<file path="src/mcb_pkg.sv">
// Package of constants and carriers for the machine-check error bank
package mcb_pkg;
  localparam int STAT_W = 64;
  localparam int ADDR_W = 40;
  localparam int CODE_W = 16;
  // Status field positions
  localparam int VALID_BIT = 63;
  localparam int OVER_BIT = 62;
  localparam int NOT_CORRECTED_FLAG_BIT = 61;
  localparam int EN_BIT = 60;
  localparam int MISCV_BIT = 59;
  localparam int ADDRV_BIT = 58;
  localparam int PCC_BIT = 57;
  localparam int CODE_LSB = 0;
  // Register offsets on the plain port (word index)
  localparam logic [3:0] OFS_BANK0_CTL = 4'h0;
  localparam logic [3:0] OFS_BANK0_STAT_LO = 4'h1;
  localparam logic [3:0] OFS_BANK0_STAT_HI = 4'h2;
  localparam logic [3:0] OFS_BANK1_CTL = 4'h3;
  localparam logic [3:0] OFS_BANK1_STAT_LO = 4'h4;
  localparam logic [3:0] OFS_BANK1_STAT_HI = 4'h5;
  localparam logic [3:0] OFS_BANK1_ADDR_LO = 4'h6;
  localparam logic [3:0] OFS_BANK1_ADDR_HI = 4'h7;
  localparam logic [3:0] OFS_BANK2_CTL = 4'h8;
  localparam logic [3:0] OFS_BANK2_STAT_LO = 4'h9;
  localparam logic [3:0] OFS_BANK2_STAT_HI = 4'ha;
  localparam logic [3:0] OFS_GLOBAL = 4'hb;
  // Global control bits
  localparam int GLB_MCE_EN = 0;
  localparam int GLB_IN_HANDLER = 1;
  localparam int GLB_SMI_PEND = 2;
  localparam int GLB_CLEAR_BUSY = 3;
  localparam logic [31:0] CTL_RESET = 32'hffffffff;
  localparam int NUM_BANKS = 3;
  localparam int CLEAR_CYCLES = 8;

  // One error report into a bank
  typedef struct packed {
    logic valid;
    logic not_corrected_flag;
    logic context_corrupt_flag;
    logic second_half;
    logic addr_ok;
    logic [CODE_W-1:0] code;
    logic [ADDR_W-1:0] addr;
  } mcb_err_t;

  typedef enum logic [1:0] {
    MCB_CLEAR,
    MCB_RUN,
    MCB_HANDLER
  } mcb_state_t;
endpackage

</file>
<file path="src/mcb_bank.sv">
// One error-reporting bank: status logging, overflow and fault address
`timescale 1ns/100ps
module mcb_bank #(
  parameter int ADDR_W = 40
) (
  input wire logic clock,                 // Core clock
  input wire logic rstn,                  // Async reset, active low
  input wire logic clear,                 // Post-reset clearing pulse
  input wire logic sw_wr,                 // Software write of status
  input wire logic [63:0] sw_data,        // Software status value
  input wire mcb_pkg::mcb_err_t err,      // Error report
  output logic [63:0] status_ff,          // Bank status
  output logic [ADDR_W-1:0] addr_ff       // Bank fault address
);
  initial begin
    if (ADDR_W != mcb_pkg::ADDR_W) $error("mcb_bank: ADDR_W must match the error report address width");
  end

  logic [63:0] nxt_status;
  logic [ADDR_W-1:0] nxt_addr;
  logic held_ok;

  always_comb begin
    nxt_status = status_ff;
    nxt_addr = addr_ff;
    held_ok = status_ff[mcb_pkg::VALID_BIT] && status_ff[mcb_pkg::NOT_CORRECTED_FLAG_BIT];
    if (clear) begin
      nxt_status = '0;
      nxt_addr = '0;
    end else begin
      if (sw_wr) begin
        nxt_status = sw_data;
      end
      if (err.valid) begin
        // Overflow is set on any error seen while valid, uncorrected or not, and on any second-half error
        if (status_ff[mcb_pkg::VALID_BIT] || err.second_half) begin
          nxt_status[mcb_pkg::OVER_BIT] = 1'b1;
        end
        // An uncorrected record is never replaced by a later one
        if (!held_ok) begin
          nxt_status[mcb_pkg::VALID_BIT] = 1'b1;
          nxt_status[mcb_pkg::NOT_CORRECTED_FLAG_BIT] = err.not_corrected_flag;
          nxt_status[mcb_pkg::PCC_BIT] = err.context_corrupt_flag;
          nxt_status[mcb_pkg::EN_BIT] = 1'b1;
          nxt_status[mcb_pkg::ADDRV_BIT] = err.addr_ok;
          nxt_status[mcb_pkg::CODE_LSB +: mcb_pkg::CODE_W] = err.code;
          // Address of the faulting access itself, captured with the record
          if (err.addr_ok) begin
            nxt_addr = err.addr;
          end
        end
      end
    end
  end

  always_ff @(posedge clock or negedge rstn) begin
    if (!rstn) begin
      status_ff <= '0;
      addr_ff <= '0;
    end else begin
      status_ff <= nxt_status;
      addr_ff <= nxt_addr;
    end
  end
endmodule

</file>
<file path="src/mcb_top.sv">
// Machine-check error banks, exception raising and shared error signal
`timescale 1ns/100ps
module mcb_top #(
  parameter int ADDR_W = 40,
  parameter int CLEAR_CYCLES = mcb_pkg::CLEAR_CYCLES
) (
  input wire logic clock,                 // Core clock, 10 MHz
  input wire logic rstn,                  // Async reset, active low
  input wire logic [3:0] reg_addr,        // Register word index
  input wire logic [31:0] reg_wdata,      // Register write data
  input wire logic reg_wr,                // Write strobe
  input wire logic reg_rd,                // Read strobe
  input wire mcb_pkg::mcb_err_t l2_err,   // Bus/L2 error report
  input wire logic l2_prefetch,           // L2 report came from hardware prefetch
  input wire logic l2_multi_tag,          // Ownership request hit several tags
  input wire logic [ADDR_W-1:0] multi_tag_addr, // Address of that request
  input wire mcb_pkg::mcb_err_t l1_err,   // L1 error report
  input wire mcb_pkg::mcb_err_t b2_err,   // Bank 2 error report
  input wire logic io_data_bad,           // I/O instruction data corrupted
  input wire logic demand_hit_bad,        // Demand access hit a poisoned line
  input wire logic hard_fail,             // Hard failure response on bus
  input wire logic hard_fail_deferred,    // That transaction was deferred in snoop
  input wire logic smi_req,               // System management interrupt request
  input wire logic smi_taken,             // Core took the pending interrupt
  input wire logic handler_done,          // Exception handler returned
  input wire logic shared_err_in,         // Shared error signal level seen on bus
  output logic [31:0] reg_rdata_ff,       // Read data, cycle after the strobe
  output logic mce_ff,                    // Machine-check exception pulse to core
  output logic smi_pend_ff,               // Management interrupt pending to core
  output logic queue_retire_ff,           // Retire head of bus queue pulse
  output logic shared_err_out_ff,         // Drive shared error signal
  output logic clear_busy_ff              // Post-reset clearing in progress
);
  initial begin
    if (CLEAR_CYCLES < 1 || CLEAR_CYCLES > 255) $error("mcb_top: CLEAR_CYCLES out of range");
    if (ADDR_W != mcb_pkg::ADDR_W) $error("mcb_top: ADDR_W must match the error report address width");
  end

  // ---------------------------------------------------------------
  // Control state
  // ---------------------------------------------------------------
  mcb_pkg::mcb_state_t state_ff, nxt_state;
  logic [7:0] clr_cnt_ff, nxt_clr_cnt;
  logic [31:0] ctl_ff [mcb_pkg::NUM_BANKS];
  logic [31:0] nxt_ctl [mcb_pkg::NUM_BANKS];
  logic mce_en_ff, nxt_mce_en;
  logic nxt_mce, nxt_smi_pend, nxt_retire, nxt_shared_out, nxt_clear_busy;
  logic [31:0] nxt_rdata;

  logic [63:0] stat [mcb_pkg::NUM_BANKS];
  logic [ADDR_W-1:0] addr [mcb_pkg::NUM_BANKS];
  mcb_pkg::mcb_err_t bank_err [mcb_pkg::NUM_BANKS];
  logic sw_wr [mcb_pkg::NUM_BANKS];
  logic [63:0] sw_data [mcb_pkg::NUM_BANKS];
  logic clearing;

  function automatic logic is_ofs(input logic [3:0] a, input logic [3:0] ofs);
    return a == ofs;
  endfunction

  function automatic logic [3:0] ctl_ofs(input int b);
    case (b)
      0: return mcb_pkg::OFS_BANK0_CTL;
      1: return mcb_pkg::OFS_BANK1_CTL;
      default: return mcb_pkg::OFS_BANK2_CTL;
    endcase
  endfunction

  function automatic logic [3:0] stat_ofs(input int b);
    case (b)
      0: return mcb_pkg::OFS_BANK0_STAT_LO;
      1: return mcb_pkg::OFS_BANK1_STAT_LO;
      default: return mcb_pkg::OFS_BANK2_STAT_LO;
    endcase
  endfunction

  assign clearing = (state_ff == mcb_pkg::MCB_CLEAR);

  // ---------------------------------------------------------------
  // Error routing into banks
  // ---------------------------------------------------------------
  always_comb begin
    bank_err[0] = l2_err;
    // Multiple tag match is logged as an uncorrected bank-0 error
    if (l2_multi_tag) begin
      bank_err[0].valid = 1'b1;
      bank_err[0].not_corrected_flag = 1'b1;
      bank_err[0].addr_ok = 1'b1;
      bank_err[0].addr = multi_tag_addr;
    end
    bank_err[1] = l1_err;
    // Bank 2 logs regardless of its control word
    bank_err[2] = b2_err;
  end

  genvar gb;
  generate
    for (gb = 0; gb < mcb_pkg::NUM_BANKS; gb++) begin : g_bank
      always_comb begin
        sw_wr[gb] = reg_wr && (is_ofs(reg_addr, stat_ofs(gb)) || is_ofs(reg_addr, stat_ofs(gb) + 4'h1));
        sw_data[gb] = stat[gb];
        if (is_ofs(reg_addr, stat_ofs(gb))) begin
          sw_data[gb][31:0] = reg_wdata;
        end else begin
          sw_data[gb][63:32] = reg_wdata;
        end
      end
      mcb_bank #(.ADDR_W(ADDR_W)) u_bank (
        .clock(clock),
        .rstn(rstn),
        .clear(clearing),
        .sw_wr(sw_wr[gb]),
        .sw_data(sw_data[gb]),
        .err(bank_err[gb]),
        .status_ff(stat[gb]),
        .addr_ff(addr[gb])
      );
    end
  endgenerate

  // ---------------------------------------------------------------
  // Exception raising and sequencing
  // ---------------------------------------------------------------
  logic raise;
  always_comb begin
    raise = 1'b0;
    // Prefetch tag errors are logged silently; no data was consumed
    if (l2_err.valid && l2_err.not_corrected_flag && !l2_prefetch) begin
      raise = 1'b1;
    end
    if (demand_hit_bad) begin
      raise = 1'b1;
    end
    if (l1_err.valid && l1_err.not_corrected_flag) begin
      raise = 1'b1;
    end
    if (b2_err.valid && b2_err.not_corrected_flag && (ctl_ff[2] != '0)) begin
      raise = 1'b1;
    end
    if (io_data_bad || l2_multi_tag) begin
      raise = 1'b1;
    end
  end

  always_comb begin
    nxt_state = state_ff;
    nxt_clr_cnt = clr_cnt_ff;
    nxt_mce = 1'b0;
    nxt_shared_out = shared_err_out_ff;
    nxt_smi_pend = smi_pend_ff;
    if (smi_req) begin
      nxt_smi_pend = 1'b1;
    end
    case (state_ff)
      mcb_pkg::MCB_CLEAR: begin
        nxt_clr_cnt = clr_cnt_ff + 8'h01;
        if (clr_cnt_ff == 8'(CLEAR_CYCLES - 1)) begin
          nxt_state = mcb_pkg::MCB_RUN;
        end
      end
      mcb_pkg::MCB_RUN: begin
        if (mce_en_ff && (raise || shared_err_in)) begin
          nxt_mce = 1'b1;
          nxt_shared_out = raise;
          nxt_state = mcb_pkg::MCB_HANDLER;
        end else if (smi_pend_ff && smi_taken) begin
          nxt_smi_pend = smi_req;
        end
      end
      mcb_pkg::MCB_HANDLER: begin
        // Interrupt stays pending for the whole handler
        if (handler_done) begin
          nxt_state = mcb_pkg::MCB_RUN;
          nxt_shared_out = 1'b0;
        end
      end
      default: nxt_state = mcb_pkg::MCB_CLEAR;
    endcase
    nxt_clear_busy = (nxt_state == mcb_pkg::MCB_CLEAR);
  end

  // ---------------------------------------------------------------
  // Register port
  // ---------------------------------------------------------------
  always_comb begin
    for (int b = 0; b < mcb_pkg::NUM_BANKS; b++) begin
      nxt_ctl[b] = ctl_ff[b];
      if (reg_wr && is_ofs(reg_addr, ctl_ofs(b))) begin
        nxt_ctl[b] = reg_wdata;
      end
    end
    nxt_mce_en = mce_en_ff;
    if (reg_wr && is_ofs(reg_addr, mcb_pkg::OFS_GLOBAL)) begin
      nxt_mce_en = reg_wdata[mcb_pkg::GLB_MCE_EN];
    end
  end

  always_ff @(posedge clock or negedge rstn) begin
    if (!rstn) begin
      for (int b = 0; b < mcb_pkg::NUM_BANKS; b++) begin
        ctl_ff[b] <= mcb_pkg::CTL_RESET;
      end
      mce_en_ff <= 1'b0;
    end else begin
      for (int b = 0; b < mcb_pkg::NUM_BANKS; b++) begin
        ctl_ff[b] <= nxt_ctl[b];
      end
      mce_en_ff <= nxt_mce_en;
    end
  end

  // ---------------------------------------------------------------
  // Read data
  // ---------------------------------------------------------------
  // Zero outside the answering cycle, so a late sample never passes for a fresh answer
  always_comb begin
    nxt_rdata = 32'h00000000;
    if (reg_rd) begin
      case (reg_addr)
        mcb_pkg::OFS_BANK0_CTL: nxt_rdata = ctl_ff[0];
        mcb_pkg::OFS_BANK0_STAT_LO: nxt_rdata = stat[0][31:0];
        mcb_pkg::OFS_BANK0_STAT_HI: nxt_rdata = stat[0][63:32];
        mcb_pkg::OFS_BANK1_CTL: nxt_rdata = ctl_ff[1];
        mcb_pkg::OFS_BANK1_STAT_LO: nxt_rdata = stat[1][31:0];
        mcb_pkg::OFS_BANK1_STAT_HI: nxt_rdata = stat[1][63:32];
        mcb_pkg::OFS_BANK1_ADDR_LO: nxt_rdata = addr[1][31:0];
        mcb_pkg::OFS_BANK1_ADDR_HI: nxt_rdata = 32'(addr[1][ADDR_W-1:32]);
        mcb_pkg::OFS_BANK2_CTL: nxt_rdata = ctl_ff[2];
        mcb_pkg::OFS_BANK2_STAT_LO: nxt_rdata = stat[2][31:0];
        mcb_pkg::OFS_BANK2_STAT_HI: nxt_rdata = stat[2][63:32];
        mcb_pkg::OFS_GLOBAL: begin
          nxt_rdata[mcb_pkg::GLB_MCE_EN] = mce_en_ff;
          nxt_rdata[mcb_pkg::GLB_IN_HANDLER] = (state_ff == mcb_pkg::MCB_HANDLER);
          nxt_rdata[mcb_pkg::GLB_SMI_PEND] = smi_pend_ff;
          nxt_rdata[mcb_pkg::GLB_CLEAR_BUSY] = clearing;
        end
        default: nxt_rdata = 32'h00000000;
      endcase
    end
  end

  always_ff @(posedge clock or negedge rstn) begin
    if (!rstn) begin
      reg_rdata_ff <= 32'h00000000;
    end else begin
      reg_rdata_ff <= nxt_rdata;
    end
  end

  // ---------------------------------------------------------------
  // Bus queue retirement
  // ---------------------------------------------------------------
  // A snoop-deferred transfer that failed hard will never bring data, so it is
  // retired at once rather than left to block the bus queue
  always_comb begin
    nxt_retire = hard_fail && hard_fail_deferred;
  end

  always_ff @(posedge clock or negedge rstn) begin
    if (!rstn) begin
      queue_retire_ff <= 1'b0;
    end else begin
      queue_retire_ff <= nxt_retire;
    end
  end

  // ---------------------------------------------------------------
  // Control state registers
  // ---------------------------------------------------------------
  always_ff @(posedge clock or negedge rstn) begin
    if (!rstn) begin
      state_ff <= mcb_pkg::MCB_CLEAR;
      clr_cnt_ff <= 8'h00;
      mce_ff <= 1'b0;
      smi_pend_ff <= 1'b0;
      shared_err_out_ff <= 1'b0;
      clear_busy_ff <= 1'b1;
    end else begin
      state_ff <= nxt_state;
      clr_cnt_ff <= nxt_clr_cnt;
      mce_ff <= nxt_mce;
      smi_pend_ff <= nxt_smi_pend;
      shared_err_out_ff <= nxt_shared_out;
      clear_busy_ff <= nxt_clear_busy;
    end
  end
endmodule

</file>
<file path="config.mk">
export PLATFORM = sky130hd
export DESIGN_NAME = mcb_top
export DESIGN_NICKNAME = d
export VERILOG_FILES = /design/src/mcb_pkg.sv /design/src/mcb_bank.sv /design/src/mcb_top.sv
export SDC_FILE = /design/constraint.sdc
export NUM_CORES = 1
export LEC_CHECK = 0
export BUFFER_PORTS_ARGS = -buffer_cell sky130_fd_sc_hd__buf_2
export CELL_PAD_IN_SITES_DETAIL_PLACEMENT = 0
export CELL_PAD_IN_SITES_GLOBAL_PLACEMENT = 1
export CORE_AREA = 5 5 210 212
export DETAILED_ROUTE_END_ITERATION = 10
export DIE_AREA = 0 0 215 217
export GPL_ROUTABILITY_DRIVEN = 0
export HOLD_SLACK_MARGIN = 0.12
export PLACE_DENSITY_LB_ADDON = 0.15
export SETUP_SLACK_MARGIN = 0.2
export SLEW_MARGIN = 0
export SYNTH_ARGS = -nofsm -noshare
export SYNTH_HDL_FRONTEND = slang
export SYNTH_SLANG_ARGS = --single-unit
</file>
<file path="constraint.sdc">
create_clock -name clock -period 5.2 [get_ports clock]
set_clock_uncertainty 0.05 [all_clocks]
set_input_delay 0 -clock clock [delete_from_list [all_inputs] [get_ports clock]]
set_output_delay 0 -clock clock [all_outputs]
set_load 0.02 [all_outputs]
</file>
==> impl_metrics.tcl <==
set metrics [dict create \
    synthDistinctLibCells 52 \
    max_cap_violations 0 \
    tightest_slew_ps 1150 \
    avgSynthCellArea_um2 10.6 \
    setup-tns-final_ps 0 \
    drt-initial-drc-count 1253 \
    hold_violations 0 \
    cts_hold_buf 200 \
    ioPinCount 310 \
    worstPathRequired_ps 5580 \
    dr.pass1.iters 5 \
    fin_util_pct 52.2 \
    htree_levels 2 \
    synth_compound_area_share_pct 20.0 \
    drv_slew 0 \
    startpoint_type "register" \
    yosysMostFrequentCell "nand2_1" \
    num-nets-final 2185 \
    synth-edff-count 0 \
    synthCells 1611 \
    async_flop_share_pct 100 \
    cp_max_fo 4 \
    cts_buffers 43 \
    netlist_top_cells_area "dfrtp_1 (41%), dfstp_2 (15%), nand2_1 (8.9%)" \
    synth_top_family_by_area "compound AO/OA/AOI/OAI gates" \
    ff2ff_setup_slack_ps 1840 \
    rows 75 \
    timing.hold.ws_ps 146 \
    p_per_area_mw_per_mm2 395 \
    synth-xor-area-share_pct 0.360 \
    relSlewSlack_pct 23.2 \
    crit_chain "nor4_1 > nand4_1 > o211a_1 > o31ai_1 > a41oi_1 > dlygate4sd3_1" \
    die_x_um 215 \
    drive_gt1_share_pct 28.1 \
    cts-root-buf "clkbuf_16" \
    synth_common_cells "nand2_1 (405), dfrtp_1 (279), a21oi_1 (130), clkbuf_1 (99)" \
    yosysWarnings 0 \
    die-area_mm2 0.0467 \
    rsz0062_at_grt "no" \
    grt_pass1_wl_um 95500 \
    synthSimpleGateAreaFrac_pct 12.9 \
    overflow 0 \
    min_to "g_bank[1].u_bank.addr_ff[12]$_DFFE_PN0P_" \
    nFillCells 3721 \
    crit_arrival_ps 3730 \
    start_util_pct 40.8 \
    post_cts_resized 0 \
    crit_slowest_cell "nor4_1" \
    worst_path_largest_cell_delay_ps 770 \
    fmax_ghz 0.298 \
    clkSlewWorstSetupHoldPaths_ps 60 \
    hold_start "l1_err[12]" \
    place_ws_ps 2150 \
    total_power_uw 8620 \
    reg2reg_to "smi_pend_ff$_DFF_PN0_" \
    synth.largest_area_cell "dfrtp_1" \
    cts_tree "yes" \
    ys.flop_type "dfrtp_1" \
    end_kind "register" \
    drc 0 \
    crit_type "register to register" \
    dp_hpwl_um 34600 \
    finalSetupViolations 0 \
    power.leakage_uw 0.00908 \
    post_cts_buffers 0 \
    min_path_type "primary input to register" \
    clock_path_buffers 3 \
    syn_to_final_growth_pct 27.9 \
    setup_slack_ps 1840 \
    antenna_found_initial 2 \
    via_count 14400 \
    peakVddDrop_mv 0.204 \
    grt_pass1_vias 14900 \
    cts_sinks 376 \
    synth_area_mm2 0.0171 \
    yosys.area_share.adder_pct 0.0734 \
    drt_wl_total_um 62800 \
    min_period_ps 3360 \
    numPortBuffers 189 \
    synth-seq-cells 376 \
    hold_path_depth 3 \
    timing.rr.start "ctl_ff[17]$_DFFE_PN1P_" \
    chipHeight_um 217 \
    status "finished, final reports clean" \
    via_per_inst 5.81 \
    grt_max_degree 136 \
    synth_nets 1885 \
    synth_top_area_share_pct 40.9 \
    seq_area_frac_synth_pct 55.9 \
    clkLatencyLatePin_ps 550 \
    fin_crit_sh_pct 64.6 \
    muxShareOfSynthArea_pct 6.47 \
    core_mm2 0.0418 \
    route.antenna.remaining_nets 0 \
    critPathLaunch "ctl_ff[17]$_DFFE_PN1P_" \
    drt-wirelength-per-cell_um 25.3 \
    grt_usage_pct 26.5 \
    r2r_cells 6 \
]
[layer usage]
layer | track usage, % | part of all wire (%) | vias up
met4 | 6.76 | 2.2 | 2
li1 | - | - | 6401
met3 | 3.79 | 5.8 | 101
met2 | 43.7 | 47 | 502
met1 | 37.3 | 44 | 7436
met5 | 0 | 0.021 | -
[worst max-delay path by stage]
stage / to / slack [ps] / cells past startpoint
after floorplan: g_bank[1].u_bank.status_ff[1]$_DFF_PN0_ / 3480 / 4
after global placement: g_bank[2].u_bank.status_ff[12]$_DFF_PN0_ / 2220 / 6
after detailed placement: g_bank[2].u_bank.status_ff[10]$_DFF_PN0_ / 2150 / 6
after CTS: smi_pend_ff$_DFF_PN0_ / 1820 / 6
after global routing: smi_pend_ff$_DFF_PN0_ / 1720 / 6
final: smi_pend_ff$_DFF_PN0_ / 1840 / 6
[placed cells by master, fill, tap and decap left out, types with 10 or more instances in the layout]
master,n
clkbuf_16,43
a22o_1,98
dfrtp_1,279
a31oi_1,38
nor2_1,58
a311oi_1,26
mux2_2,98
clkbuf_8,12
a21oi_1,130
buf_4,29
dfstp_2,97
clkinv_2,10
dlygate4sd3_1,199
a311oi_2,29
nand2_1,397
a221oi_1,58
a22oi_1,44
buf_2,188
[layout make-up]
cell class	instances	area, um^2	area share [%]
Timing Repair Buffer	420	3230	14.8
Tap cell	539	674	3.09
Clock inverter	18	225	1.03
Antenna cell	1	2.50	0.0115
Clock buffer	60	1260	5.78
Sequential cell	376	9530	43.7
Multi-Input combinational cell	1068	6880	31.5
Inverter	2	7.51	0.0344
[cell families after synthesis]
kind of cell | count (synthesis)
AND/OR/NAND/NOR | 518
AO/OA/AOI/OAI | 444
flip-flops | 376
buffers and inverters | 167
multiplexers | 98
XOR/XNOR | 7
adder cells (fa/ha/maj) | 1
[registers in the layout, summed over array words and instances (netlist names)]
name / cells
queue_retire_ff: 1
mce_en_ff: 1
mce_ff: 1
g_bank.u_bank.addr_ff: 40
g_bank.u_bank.status_ff: 192
ctl_ff: 96
clr_cnt_ff: 8
state_ff: 2
reg_rdata_ff: 32
shared_err_out_ff: 1
clear_busy_ff: 1
smi_pend_ff: 1
[through the flow]
step / cells / area, um^2
3_3_place_gp: 2205 / 18300
4_1_cts: 2483 / 21800
5_1_grt: 2484 / 21800
2_1_floorplan: 1611 / 17100
6_report: 2484 / 21800
3_5_place_dp: 2205 / 18300
[where the power goes]
| group | switching [uW] | internal [uW] |
|---|---|---|
| registers | 266 | 3450 |
| logic | 1030 | 681 |
| clock network | 1250 | 1940 |
| total | 2550 | 6070 |
[critical path, delay by kind of cell, from the launching register on]
family / cells / cell delay (ps)
buf+inv: 1 / 600
flops: 1 / 370
simple gates: 2 / 1130
compound gates: 3 / 1070
(Power assumes the default switching activity.)
